$ cat config.mk
export PLATFORM = sky130hd
export DESIGN_NAME = ffm_top
export DESIGN_NICKNAME = d
export VERILOG_FILES = /design/src/ffm_pkg.sv /design/src/ffm_buf2.sv /design/src/ffm_bucket.sv /design/src/ffm_top.sv
export VERILOG_INCLUDE_DIRS = /design/src
export SDC_FILE = /design/constraint.sdc
export NUM_CORES = 2
export LEC_CHECK = 0
export BUFFER_PORTS_ARGS = -buffer_cell sky130_fd_sc_hd__buf_2
export CORE_MARGIN = 8
export CORE_UTILIZATION = 60
export DETAILED_ROUTE_END_ITERATION = 7
export PLACE_DENSITY = 0.81
export SYNTH_ARGS = -nofsm -noshare
export SYNTH_HDL_FRONTEND = slang
export SYNTH_SLANG_ARGS = --single-unit
$ cat constraint.sdc
create_clock -name clock_i -period 22.3 [get_ports clock_i]
set_input_delay 4.46 -clock clock_i [delete_from_list [all_inputs] [get_ports clock_i]]
set_output_delay 4.46 -clock clock_i [all_outputs]
set_load 0.03 [all_outputs]
$ cat src/ffm_defs.svh
// Constants for the flow forward meter
`ifndef FFM_DEFS_SVH
`define FFM_DEFS_SVH
`define FFM_PORT_PERENTRY 16'hFFFF
`define FFM_QCNT_PERENTRY 28'hFFFFFFF
`define FFM_REFILL_NS 1000
`define FFM_CLK_NS 100
`define FFM_REFILL_CYC ((`FFM_REFILL_NS + `FFM_CLK_NS - 1) / `FFM_CLK_NS)
`define FFM_AGE_TICK_CYC 10000000
`define FFM_BKT_RST 32'h00000000
`endif

$ cat src/ffm_pkg.sv
// Types for the flow forward meter
package ffm_pkg;
  typedef enum logic [2:0] {FFM_FWD_HOST, FFM_FWD_WIRE, FFM_FWD_PIPE, FFM_FWD_DROP,
    FFM_FWD_DEFER} ffm_fwd_e;
  typedef enum logic [1:0] {FFM_GREEN, FFM_YELLOW, FFM_RED} ffm_color_e;
  typedef enum logic [1:0] {FFM_SR, FFM_TR, FFM_TR_EX} ffm_mode_e;
  typedef struct packed
  {
    ffm_fwd_e fwd;
    logic [15:0] port_selector;
    logic [27:0] queue_count_field;
    logic [15:0] queue_mask;
    logic [15:0] next_pipe;
  } ffm_target_s;
  typedef struct packed
  {
    ffm_fwd_e fwd;
    logic [15:0] dest;
    logic [15:0] queue_mask;
    ffm_color_e color;
    logic [15:0] len;
  } ffm_result_s;
endpackage

$ cat src/ffm_buf2.sv
// Two-entry skid buffer
module ffm_buf2 import ffm_pkg::*; #(
  parameter int W = 8
) (
  input wire logic clock_i,
  input wire logic rst_n_i,
  input wire logic in_valid_i,
  output logic in_ready_o,
  input wire logic [W-1:0] in_data_i,
  output logic out_valid_o,
  input wire logic out_ready_i,
  output logic [W-1:0] out_data_o
);
  logic [W-1:0] d0_reg, d0_next, d1_reg, d1_next;
  logic [1:0] cnt_reg, cnt_next;
  logic push, pop;
  initial
  begin
    if (W < 1) $error("bad width");
  end
  assign in_ready_o = cnt_reg != 2'h2;
  assign out_valid_o = cnt_reg != 2'h0;
  assign out_data_o = d0_reg;
  assign push = in_valid_i && in_ready_o;
  assign pop = out_valid_o && out_ready_i;
  always_comb
  begin
    d0_next = d0_reg;
    d1_next = d1_reg;
    cnt_next = cnt_reg;
    if (pop)
    begin
      d0_next = d1_reg;
    end
    if (push)
    begin
      if (cnt_reg == 2'h0 || (cnt_reg == 2'h1 && pop))
        d0_next = in_data_i;
      else
        d1_next = in_data_i;
    end
    cnt_next = cnt_reg + {1'b0, push} - {1'b0, pop};
  end
  always_ff @(posedge clock_i or negedge rst_n_i)
  begin
    if (!rst_n_i)
    begin
      d0_reg <= '0;
      d1_reg <= '0;
      cnt_reg <= 2'h0;
    end
    else
    begin
      d0_reg <= d0_next;
      d1_reg <= d1_next;
      cnt_reg <= cnt_next;
    end
  end
endmodule

$ cat src/ffm_bucket.sv
// Token bucket with periodic refill and overflow output
`include "ffm_defs.svh"
module ffm_bucket import ffm_pkg::*; (
  input wire logic clock_i,
  input wire logic rst_n_i,
  input wire logic tick_i,
  input wire logic [31:0] rate_i,
  input wire logic [31:0] burst_i,
  input wire logic [31:0] spill_in_i,
  input wire logic debit_i,
  input wire logic [31:0] amount_i,
  output logic [31:0] level_o,
  output logic [31:0] spill_o
);
  logic [31:0] lvl_reg, lvl_next;
  logic [32:0] sum;
  always_comb
  begin
    lvl_next = lvl_reg;
    spill_o = 32'h0;
    sum = {1'b0, lvl_reg};
    if (debit_i && lvl_reg >= amount_i)
      sum = {1'b0, lvl_reg - amount_i};
    if (tick_i)
      sum = sum + {1'b0, rate_i} + {1'b0, spill_in_i};
    if (sum > {1'b0, burst_i})
    begin
      spill_o = tick_i ? 32'(sum - {1'b0, burst_i}) : 32'h0;
      lvl_next = burst_i;
    end
    else
      lvl_next = sum[31:0];
  end
  assign level_o = lvl_reg;
  always_ff @(posedge clock_i or negedge rst_n_i)
  begin
    if (!rst_n_i)
      lvl_reg <= `FFM_BKT_RST;
    else
      lvl_reg <= lvl_next;
  end
endmodule

$ cat src/ffm_top.sv
// Forward resolution, meter and entry aging
// Overview of operation
// - Metered entry without own target uses the pipe-level target.
// - Entry with idle timeout ages out after timeout without matches.
// - Forward is final step; exactly one of host, wire, pipe, drop.
// - Non-deferred pipe target wins; else entry target, never deferred itself; an entry DEFER is output as drop.
// - Queue spread takes any queue subset; one queue steers all there.
// - Queue count all-ones means entry supplies queue-spread data.
// - Port selector FFFF means entry supplies destination port.
// - Port-forwarded packets stay in hardware, never reach software.
// - Shared resources numbered from zero per resource type.
// - Meter colours packets green, yellow or red for next pipe.
// - Single rate: committed spills into excess; green, yellow, red.
// - Single rate: pre-yellow packet draws only from excess bucket.
// - Two rate: peak bucket separate, debited with committed; red above peak.
// - Two rate: pre-yellow packet draws from peak bucket.
// - Excess-rate mode: second bucket takes excess rate plus overflow.
`include "ffm_defs.svh"
module ffm_top import ffm_pkg::*; #(
  parameter int ENTRIES = 8,
  parameter int AGE_TICK_CYC = `FFM_AGE_TICK_CYC
) (
  input wire logic clock_i,
  input wire logic rst_n_i,
  input wire ffm_target_s pipe_tgt_i,
  input wire logic meter_en_i,
  input wire ffm_mode_e meter_mode_i,
  input wire logic [31:0] cir_i,
  input wire logic [31:0] cbs_i,
  input wire logic [31:0] second_rate_i,
  input wire logic [31:0] second_burst_i,
  input wire logic entry_wr_i,
  input wire logic [$clog2(ENTRIES)-1:0] entry_idx_i,
  input wire ffm_target_s entry_tgt_i,
  input wire logic entry_has_tgt_i,
  input wire logic [15:0] entry_age_i,
  input wire logic pkt_valid_i,
  output logic pkt_ready_o,
  input wire logic [$clog2(ENTRIES)-1:0] pkt_idx_i,
  input wire logic [15:0] pkt_len_i,
  input wire logic pkt_pre_yellow_i,
  output logic res_valid_o,
  input wire logic res_ready_i,
  output ffm_result_s res_o,
  output logic [ENTRIES-1:0] entry_live_o,
  output logic aged_o,
  output logic [$clog2(ENTRIES)-1:0] aged_idx_o
);
  localparam int IW = $clog2(ENTRIES);
  localparam int RW = $bits(ffm_result_s);
  initial
  begin
    if (ENTRIES < 2 || AGE_TICK_CYC < 1) $error("bad parameters");
  end
  ffm_target_s etgt_reg [ENTRIES], etgt_next [ENTRIES];
  logic [ENTRIES-1:0] ehas_reg, ehas_next, live_reg, live_next, hit;
  logic [15:0] eage_reg [ENTRIES], eage_next [ENTRIES];
  logic [15:0] idle_reg [ENTRIES], idle_next [ENTRIES];
  logic [IW-1:0] ref_cnt_reg, ref_cnt_next;
  logic [31:0] age_cnt_reg, age_cnt_next;
  logic ref_tick, age_tick;
  logic take;
  ffm_target_s sel;
  ffm_result_s res_d;
  logic [31:0] c_lvl, s_lvl, c_spill, s_spill, amt;
  logic c_deb, s_deb;
  ffm_color_e color;
  logic [15:0] rcnt_reg, rcnt_next;
  logic aged_reg, aged_next;
  logic [IW-1:0] aged_idx_reg, aged_idx_next;
  assign take = pkt_valid_i && pkt_ready_o;
  assign amt = {16'h0, pkt_len_i};
  assign ref_tick = rcnt_reg == 16'(`FFM_REFILL_CYC - 1);
  assign age_tick = age_cnt_reg == 32'(AGE_TICK_CYC - 1);
  // Per-entry state, entries numbered from zero
  generate
    for (genvar g = 0; g < ENTRIES; g++)
    begin : g_ent
      assign hit[g] = take && pkt_idx_i == IW'(g);
      always_comb
      begin
        etgt_next[g] = etgt_reg[g];
        ehas_next[g] = ehas_reg[g];
        eage_next[g] = eage_reg[g];
        live_next[g] = live_reg[g];
        idle_next[g] = idle_reg[g];
        if (hit[g])
          idle_next[g] = 16'h0;
        else if (age_tick && live_reg[g] && eage_reg[g] != 16'h0)
        begin
          idle_next[g] = idle_reg[g] + 16'h1;
          if (idle_reg[g] + 16'h1 >= eage_reg[g])
            live_next[g] = 1'b0;
        end
        if (entry_wr_i && entry_idx_i == IW'(g))
        begin
          etgt_next[g] = entry_tgt_i;
          ehas_next[g] = entry_has_tgt_i;
          eage_next[g] = entry_age_i;
          live_next[g] = 1'b1;
          idle_next[g] = 16'h0;
        end
      end
      always_ff @(posedge clock_i or negedge rst_n_i)
      begin
        if (!rst_n_i)
        begin
          etgt_reg[g] <= '0;
          ehas_reg[g] <= 1'b0;
          eage_reg[g] <= 16'h0;
          live_reg[g] <= 1'b0;
          idle_reg[g] <= 16'h0;
        end
        else
        begin
          etgt_reg[g] <= etgt_next[g];
          ehas_reg[g] <= ehas_next[g];
          eage_reg[g] <= eage_next[g];
          live_reg[g] <= live_next[g];
          idle_reg[g] <= idle_next[g];
        end
      end
    end
  endgenerate
  assign entry_live_o = live_reg;
  // Forward selection
  always_comb
  begin
    sel = pipe_tgt_i;
    if (pipe_tgt_i.fwd == FFM_FWD_DEFER && ehas_reg[pkt_idx_i])
      sel = etgt_reg[pkt_idx_i];
    else if (meter_en_i && !ehas_reg[pkt_idx_i])
      sel = pipe_tgt_i;
    if (pipe_tgt_i.port_selector == `FFM_PORT_PERENTRY)
      sel.port_selector = etgt_reg[pkt_idx_i].port_selector;
    if (pipe_tgt_i.queue_count_field == `FFM_QCNT_PERENTRY)
    begin
      sel.queue_count_field = etgt_reg[pkt_idx_i].queue_count_field;
      sel.queue_mask = etgt_reg[pkt_idx_i].queue_mask;
    end
  end
  // Meter colouring
  always_comb
  begin
    c_deb = 1'b0;
    s_deb = 1'b0;
    color = FFM_GREEN;
    if (meter_mode_i == FFM_TR)
    begin
      if (s_lvl < amt)
        color = FFM_RED;
      else if (pkt_pre_yellow_i)
      begin
        color = FFM_YELLOW;
        s_deb = 1'b1;
      end
      else if (c_lvl >= amt)
      begin
        c_deb = 1'b1;
        s_deb = 1'b1;
      end
      else
      begin
        color = FFM_YELLOW;
        s_deb = 1'b1;
      end
    end
    else
    begin
      if (!pkt_pre_yellow_i && c_lvl >= amt)
        c_deb = 1'b1;
      else if (s_lvl >= amt)
      begin
        color = FFM_YELLOW;
        s_deb = 1'b1;
      end
      else
        color = FFM_RED;
    end
    if (!(take && meter_en_i))
    begin
      c_deb = 1'b0;
      s_deb = 1'b0;
    end
  end
  ffm_bucket u_commit (
    .clock_i(clock_i),
    .rst_n_i(rst_n_i),
    .tick_i(ref_tick),
    .rate_i(cir_i),
    .burst_i(cbs_i),
    .spill_in_i(32'h0),
    .debit_i(c_deb),
    .amount_i(amt),
    .level_o(c_lvl),
    .spill_o(c_spill)
  );
  // Second bucket: excess in single-rate and excess-rate, peak in two-rate
  assign s_spill = (meter_mode_i == FFM_TR) ? 32'h0 : c_spill;
  ffm_bucket u_second (
    .clock_i(clock_i),
    .rst_n_i(rst_n_i),
    .tick_i(ref_tick),
    .rate_i(meter_mode_i == FFM_SR ? 32'h0 : second_rate_i),
    .burst_i(second_burst_i),
    .spill_in_i(s_spill),
    .debit_i(s_deb),
    .amount_i(amt),
    .level_o(s_lvl),
    .spill_o()
  );
  // Result build
  always_comb
  begin
    res_d = '0;
    res_d.fwd = sel.fwd == FFM_FWD_DEFER ? FFM_FWD_DROP : sel.fwd;
    res_d.len = pkt_len_i;
    res_d.color = meter_en_i ? color : FFM_GREEN;
    case (res_d.fwd)
      FFM_FWD_WIRE: res_d.dest = sel.port_selector;
      FFM_FWD_PIPE: res_d.dest = sel.next_pipe;
      FFM_FWD_HOST: res_d.queue_mask = sel.queue_mask;
      default: res_d.dest = 16'h0;
    endcase
  end
  ffm_buf2 #(.W(RW)) u_buf (
    .clock_i(clock_i),
    .rst_n_i(rst_n_i),
    .in_valid_i(pkt_valid_i),
    .in_ready_o(pkt_ready_o),
    .in_data_i(res_d),
    .out_valid_o(res_valid_o),
    .out_ready_i(res_ready_i),
    .out_data_o(res_o)
  );
  // Timers and aging report
  always_comb
  begin
    rcnt_next = ref_tick ? 16'h0 : rcnt_reg + 16'h1;
    age_cnt_next = age_tick ? 32'h0 : age_cnt_reg + 32'h1;
    ref_cnt_next = ref_cnt_reg;
    aged_next = 1'b0;
    aged_idx_next = aged_idx_reg;
    for (int i = 0; i < ENTRIES; i++)
    begin
      if (live_reg[i] && !live_next[i] && !aged_next)
      begin
        aged_next = 1'b1;
        aged_idx_next = IW'(i);
      end
    end
  end
  always_ff @(posedge clock_i or negedge rst_n_i)
  begin
    if (!rst_n_i)
    begin
      rcnt_reg <= 16'h0;
      age_cnt_reg <= 32'h0;
      ref_cnt_reg <= '0;
      aged_reg <= 1'b0;
      aged_idx_reg <= '0;
    end
    else
    begin
      rcnt_reg <= rcnt_next;
      age_cnt_reg <= age_cnt_next;
      ref_cnt_reg <= ref_cnt_next;
      aged_reg <= aged_next;
      aged_idx_reg <= aged_idx_next;
    end
  end
  assign aged_o = aged_reg;
  assign aged_idx_o = aged_idx_reg;
endmodule

After elaboration in Yosys (flattened, before gate mapping)
Cells that the tools add are included.
{"block": "word_totals", "elab_cells": 353, "reg_bits": 1128, "in_bits": 334}
{"block": "classes", "n_reduce_logical": 96, "mux": 116, "order_cmp": 15, "addsub": 18, "bitwise": 2, "n_eq_ne": 25}
{"cell": "two-way mux 16 bit", "count": 28}
{"cell": "two-way mux 32 bit", "count": 9}
{"cell": "binary-select mux 79 bit (select 3 bit)", "count": 1}
{"cell": "two-way mux 79 bit", "count": 3}
{"cell": "two-way mux 53 bit", "count": 3}
{"cell": "adder 16 x 1 -> 16 bit, second input constant", "count": 9}
{"cell": "greater-or-equal comparator 16 bit", "count": 8}
{"cell": "nonzero test 16 bit", "count": 8}
{"cell": "adder 32 x 32 -> 33 bit", "count": 2}
{"cell": "greater-than comparator 33 x 32 -> 1 bit", "count": 2}
{"cell": "two-way mux 33 bit", "count": 2}
{"cell": "greater-or-equal comparator 32 x 16 -> 1 bit", "count": 2}
{"cell": "subtractor 32 x 16 -> 32 bit", "count": 2}
{"cell": "logical AND 1 bit", "count": 55}
{"cell": "two-way mux 1 bit", "count": 54}
{"cell": "adder 33 x 32 -> 33 bit", "count": 1}
{"cell": "adder 32 x 1 -> 32 bit, second input constant", "count": 1}
{"cell": "equality test 32 x 24 -> 1 bit, second input constant", "count": 1}
{"cell": "less-than comparator 32 x 16 -> 1 bit", "count": 1}
{"cell": "one-hot mux 16 bit (2 select lines)", "count": 1}
{"cell": "subtractor 32 bit", "count": 1}
{"cell": "equality test 3 bit, second input constant", "count": 10}
{"cell": "equality test 28 bit, second input constant", "count": 1}
{"cell": "two-way mux 3 bit", "count": 9}
{"cell": "22 further kinds", "count": 58}

Longest topological paths before layout
{"block": "logic_depth", "ltp_word": 30, "ltp_mapped": 57}

Hierarchy
From an unflattened synthesis, not the netlist that was laid out.
{"block": "unflattened", "cells_unflattened": 5922, "area_unflattened_um2": 60631.9}
{"mod": "ffm_top", "area_per_inst_um2": 38625.8, "n_inst": 1, "seq_area_each_um2": 18317.6, "cells_each": 3303}
{"mod": "ffm_bucket (u_second)", "area_per_inst_um2": 8713.4, "n_inst": 1, "seq_area_each_um2": 800.8, "cells_each": 1181}
{"mod": "ffm_bucket (u_commit)", "area_per_inst_um2": 8540.7, "n_inst": 1, "seq_area_each_um2": 800.8, "cells_each": 1141}
{"mod": "ffm_buf2", "area_per_inst_um2": 4752.1, "n_inst": 1, "seq_area_each_um2": 2702.6, "cells_each": 297}

Worst setup path after synthesis
OpenSTA, ideal clock, no wires.
{"block": "synth_timing", "path_type": "input to register", "start": "in pkt_len_i[0]", "end": "reg u_second.lvl_reg[22] (netlist: u_second.level_o[22])", "arrival_time_ps": 15311, "setup_time_ps": 125, "path_slack_ps": 6864, "cell_stages": 54, "cell_sequence": "ha_1 > inv_1 > fa_1 > a211oi_1 > o21a_1 > nor3_1 > or4b_4 > nand3_1 > buf_4 > buf_4 > o21ai_0 > ha_1 > fa_1 > a211oi_1 > o21ai_0 > nand4_1 > and4_1 > nor3_1 > [... 18 more ...] > o211ai_1 > nand4_1 > a31oi_1 > o31a_1 > o21a_1 > or3_1 > a31o_2 > ha_1 > a21oi_1 > nor2b_1 > o21ai_0 > nand2b_1 > a221oi_1 > nand2_1 > a21oi_1 > o21ai_1 > clkbuf_1 > mux2_2"}
{"block": "synth_via", "elab_chain_cells": 18, "elab_cells_between_ends": 33, "cone_classes": "6 x add/sub; 5 x order compare; 19 x mux; 3 x reduce/logical"}
{"item": "start, declared", "line_no": "ffm_top.sv:40", "source": "input wire logic [15:0] pkt_len_i,"}
{"item": "greater-or-equal comparator 32 x 16 -> 1 bit", "line_no": "ffm_bucket.sv:22, ffm_top.sv:157, ffm_top.sv:170"}
{"item": "two-way mux 1 bit", "line_no": "ffm_top.sv:157", "source": "else if (c_lvl >= amt)"}
{"item": "two-way mux 1 bit", "line_no": "ffm_top.sv:152", "source": "else if (pkt_pre_yellow_i)"}
{"item": "two-way mux 1 bit", "line_no": "ffm_top.sv:150", "source": "if (s_lvl < amt)"}
{"item": "two-way mux 1 bit", "line_no": "ffm_top.sv:148", "source": "if (meter_mode_i == FFM_TR)"}
{"item": "two-way mux 1 bit", "line_no": "ffm_top.sv:180", "source": "if (!(take && meter_en_i))"}
{"item": "logical AND 1 bit", "line_no": "ffm_bucket.sv:22", "source": "if (debit_i && lvl_reg >= amount_i)"}
{"item": "two-way mux 32 bit", "line_no": "ffm_bucket.sv:22"}
{"item": "[... 3 more ...]"}
{"item": "two-way mux 32 bit", "line_no": "ffm_bucket.sv:28", "source": "spill_o = tick_i ? 32'(sum - {1'b0, burst_i}) : 32'h0;"}
{"item": "two-way mux 32 bit", "line_no": "ffm_bucket.sv:26", "source": "if (sum > {1'b0, burst_i})"}
{"item": "two-way mux 32 bit", "line_no": "ffm_top.sv:199", "source": "assign s_spill = (meter_mode_i == FFM_TR) ? 32'h0 : c_spill;"}
{"item": "adder 33 x 32 -> 33 bit", "line_no": "ffm_bucket.sv:25", "source": "sum = sum + {1'b0, rate_i} + {1'b0, spill_in_i};"}
{"item": "two-way mux 33 bit (*)", "line_no": "ffm_bucket.sv:24", "source": "if (tick_i)"}
{"item": "greater-than comparator 33 x 32 -> 1 bit", "line_no": "ffm_bucket.sv:26"}
{"item": "two-way mux 32 bit (*)", "line_no": "ffm_bucket.sv:26"}
{"item": "named net u_second.lvl_next[22]", "line_no": "ffm_bucket.sv:15", "source": "logic [31:0] lvl_reg, lvl_next;"}
{"item": "end signal, assigned", "line_no": "ffm_bucket.sv:38", "source": "lvl_reg <= `FFM_BKT_RST;"}
{"item": "end signal, assigned", "line_no": "ffm_bucket.sv:40", "source": "lvl_reg <= lvl_next;"}
{"item": "end, declared", "line_no": "ffm_bucket.sv:15"}
Mark *: on every way through the listed nets, which the timed path passes. The rest lies on a longest branch.
A chain may end at the register's enable or synchronous reset.

Worst setup path after layout
{"block": "layout_timing", "start": "in pkt_len_i[0]", "end": "reg u_second.lvl_reg[4] (netlist: u_second.level_o[4])"}
The elaborated chain is that of the path after synthesis.

==> impl_metrics.env <==
export IMPL_cts_tree="done"
export IMPL_worstSkewPairLatency_ns=0.68
export IMPL_area_growth_pct=11.2
export IMPL_io_buffers=372
export IMPL_tightest_slew_ns=1.17
export IMPL_arrival_ns=18.60
export IMPL_top_layer="met5"
export IMPL_layout_cells_non_filler=6663
export IMPL_maxSlewViolCount=0
export IMPL_stdcell_area_mm2=0.0602
export IMPL_power_per_cell_area_mw_per_mm2=169
export IMPL_critPathLaunch="pkt_len_i[0]"
export IMPL_ctsHtreeMaxLevel=3
export IMPL_postCtsSetupBuffers=0
export IMPL_finalWirelength_um=143000
export IMPL_wirelength_met1_um=58200
export IMPL_cts_buffers=93
export IMPL_synthCells=5107
export IMPL_numClockSinks=904
export IMPL_min_from="rcnt_reg[15]"
export IMPL_yosys_cell_types_count=76
export IMPL_async_reset_ff_share_pct=100
export IMPL_placed_cell_area_mm2=0.0571
export IMPL_drive_above_1_share_pct=23.8
export IMPL_cts_resized=0
export IMPL_dp_hpwl_um=101000
export IMPL_yosys_most_used_dff="dfrtp_1"
export IMPL_dpl_cell_count=6478
export IMPL_n_fill_cell=6655
export IMPL_ys_ff_latch=904
export IMPL_start_kind="primary input"
export IMPL_vias=40700
export IMPL_boundaryPins=401
export IMPL_rsz0062_at_grt="false"
export IMPL_routed_wl_met3_um=10400
export IMPL_place_congestion=0.941
export IMPL_fin_tns_setup_ns=0
export IMPL_slowest_stage="nand3_1"
export IMPL_slowest_delay_ns=0.69
export IMPL_ir_drop_uv=434
export IMPL_fmax_ghz=0.0553
export IMPL_grt_pass1_vias=41400
export IMPL_grt_first_pass_wirelength_um=226000
export IMPL_postCtsHoldBufs=0
export IMPL_fin_crit_ns=18.08
export IMPL_reg2reg_depth=49
export IMPL_hold_path_class="reg2reg"
export IMPL_rows=110
export IMPL_worstHoldPathCells=1
export IMPL_ff2ff_setup_slack_ns=7.43
export IMPL_r2r_start="u_second.level_o[16]"
export IMPL_ant_nets=0
export IMPL_path_clk_slew_ns=0.06
export IMPL_synth_nets=5778
export IMPL_grt_max_degree=172
export IMPL_ctsLongestPathBuffers=3
export IMPL_synth_edff_count=0
export IMPL_end_kind="flop"
export IMPL_timing_rr_end="u_second.level_o[4]"
export IMPL_num_nets_final=6068
export IMPL_cp_max_fo=41
export IMPL_fp_dieH_um=316
export IMPL_status="finished clean"
export IMPL_drcViolationCount=0
export IMPL_dr_wl_met2_um=68700
export IMPL_dieArea_mm2=0.100
export IMPL_core_area_mm2=0.0897
export IMPL_die_w_um=316
export IMPL_netlist_area_mm2=0.0542
export IMPL_antenna_found_initial=22
export IMPL_overflow=0
export IMPL_crit_family="compound AO/OA/AOI/OAI gates"
export IMPL_slew_headroom_pct=22.0
export IMPL_start_util_pct=60.3
export IMPL_drtIter0Drc=3249
export IMPL_timing_max_cap_violations=0
export IMPL_p_leak_uw=0.0286
export IMPL_track_usage_pct=28.3
export IMPL_worstPathRequired_ns=22.83
export IMPL_viasPerCell=6.11
export IMPL_clockRootBuffer="clkbuf_16"
export IMPL_yosys_warnings=0
export IMPL_cp_common_cell="o21ai_0"
export IMPL_hold_viol=0
export IMPL_setup_viol=0
export IMPL_avgSynthCellArea_um2=10.6
export IMPL_crit_buf_inv=4
export IMPL_avgRoutedWirePerCell_um=21.5
export IMPL_largest_reg_flops=408
export IMPL_period_share_pct=81.1
export IMPL_skew_ns=0.0495
export IMPL_worstHoldEndpoint="rcnt_reg[15]"
export IMPL_ys_seq_area_share_pct=41.8
export IMPL_drt_first_pass_iters=6
export IMPL_worstSetupPathType="in2reg"
## worst register-to-register path: cells and delay by family (launching register included)
kind / cells / cell delay (ns)
AO/OA/AOI/OAI: 21 / 5.74
AND/OR/NAND/NOR: 14 / 4.43
adder cells (fa/ha/maj): 7 / 2.28
multiplexers: 3 / 0.96
buffers and inverters: 2 / 0.57
flip-flops: 1 / 0.46
XOR/XNOR: 2 / 0.29
## Yosys cell counts, drive strengths merged (9+ instances only)
| master | number | share of area (%) |
|---|---|---|
| o31ai | 11 | 0.15 |
| nand2 | 447 | 3.1 |
| xor2 | 235 | 3.8 |
| xnor2 | 162 | 2.6 |
| nand3 | 99 | 0.91 |
| a21o | 95 | 1.3 |
| buf | 38 | 0.31 |
| nor4b | 9 | 0.16 |
| inv | 297 | 2.1 |
| o21bai | 15 | 0.21 |
| nand4 | 83 | 0.96 |
| a211oi | 49 | 0.68 |
| nor4 | 59 | 0.68 |
| clkbuf | 180 | 1.2 |
| o211ai | 35 | 0.49 |
| o21ai | 267 | 2.5 |
| or4 | 14 | 0.21 |
| and4 | 12 | 0.19 |
| and2 | 35 | 0.40 |
| o31a | 10 | 0.16 |
| or2 | 15 | 0.17 |
| a31oi | 17 | 0.20 |
| o21a | 36 | 0.50 |
| or3 | 27 | 0.31 |
| a21oi | 199 | 1.8 |
| nand2b | 38 | 0.44 |
| mux4 | 104 | 4.3 |
| nor2 | 290 | 2.0 |
| fa | 37 | 1.4 |
| o22ai | 20 | 0.23 |
| dfrtp | 904 | 42 |
| nor3 | 53 | 0.49 |
| mux2 | 596 | 12 |
| ha | 300 | 6.9 |
| nor2b | 29 | 0.33 |
| and3 | 88 | 1.0 |
| mux2i | 112 | 2.1 |
## per-layer routing
layer / GRT usage [%] / up-vias
li1: - / 18800
met1: 36.9 / 20200
met2: 46.7 / 1363
met3: 4.98 / 330
met4: 11.9 / 6
met5: 0 / -
## layout by cell type (no fill, tap or decap), types with 37 or more instances in the layout
cell       count
mux4_2       104
clkbuf_16     93
nand2b_1      38
xnor2_1      162
nand4_1       83
buf_2        368
nand3_1       99
mux2_2       594
nand2_1      446
fa_1          37
a21o_1        95
inv_1        297
o21ai_0      260
buf_4         41
ha_1         300
nor2_1       288
a211oi_1      48
nor3_1        49
dfrtp_1      904
and3_1        88
mux2i_1      112
nor4_1        58
a21oi_1      199
xor2_1       235
## power by group
group          switching [µW]  total (µW)  leakage (µW)  internal [µW]
registers                 224        2270        0.0112           2040
logic                    3500        6330        0.0158           2820
clock network             676        1570       0.00150            894
## through the flow
step                hold WS, ns  setup slack (ns)  total power, µW  utilization [%]
CTS                       0.478              4.45            10100             67.0
floorplan                 0.443              6.86             7100                -
finish                    0.480              4.22            10200             67.1
detailed placement        0.469              3.90             8480             63.6
global route              0.502              3.54            11000             67.1
global placement          0.458              4.10             8310             63.6
## worst max path at each step
stage | to | slack (ns) | cells past startpoint
detailed placement | u_second.level_o[19] | 3.90 | 53
finish | u_second.level_o[4] | 4.22 | 53
CTS | u_second.level_o[6] | 4.45 | 53
floorplan | u_second.level_o[22] | 6.86 | 54
global route | u_second.level_o[4] | 3.54 | 53
global placement | u_second.level_o[1] | 4.10 | 51
## kinds of logic after synthesis
kind of cell             share of synthesized area (%)
AO/OA/AOI/OAI                                     9.42
XOR/XNOR                                          6.42
adder cells (fa/ha/maj)                           8.30
buffers and inverters                             3.62
flip-flops                                        41.8
multiplexers                                      18.8
AND/OR/NAND/NOR                                   11.7
## area by class of cell
cell class	instances	area, µm²	share of cell area (%)
multi-input combinational	3688	29700	49.3
sequential	904	22600	37.6
clock buffer	136	2670	4.43
timing repair buffer	413	2220	3.68
tap	1176	1470	2.44
inverter	297	1110	1.85
clock inverter	33	413	0.686
antenna	16	40.0	0.0665
No activity file was read; power rests on OpenSTA's default activity.
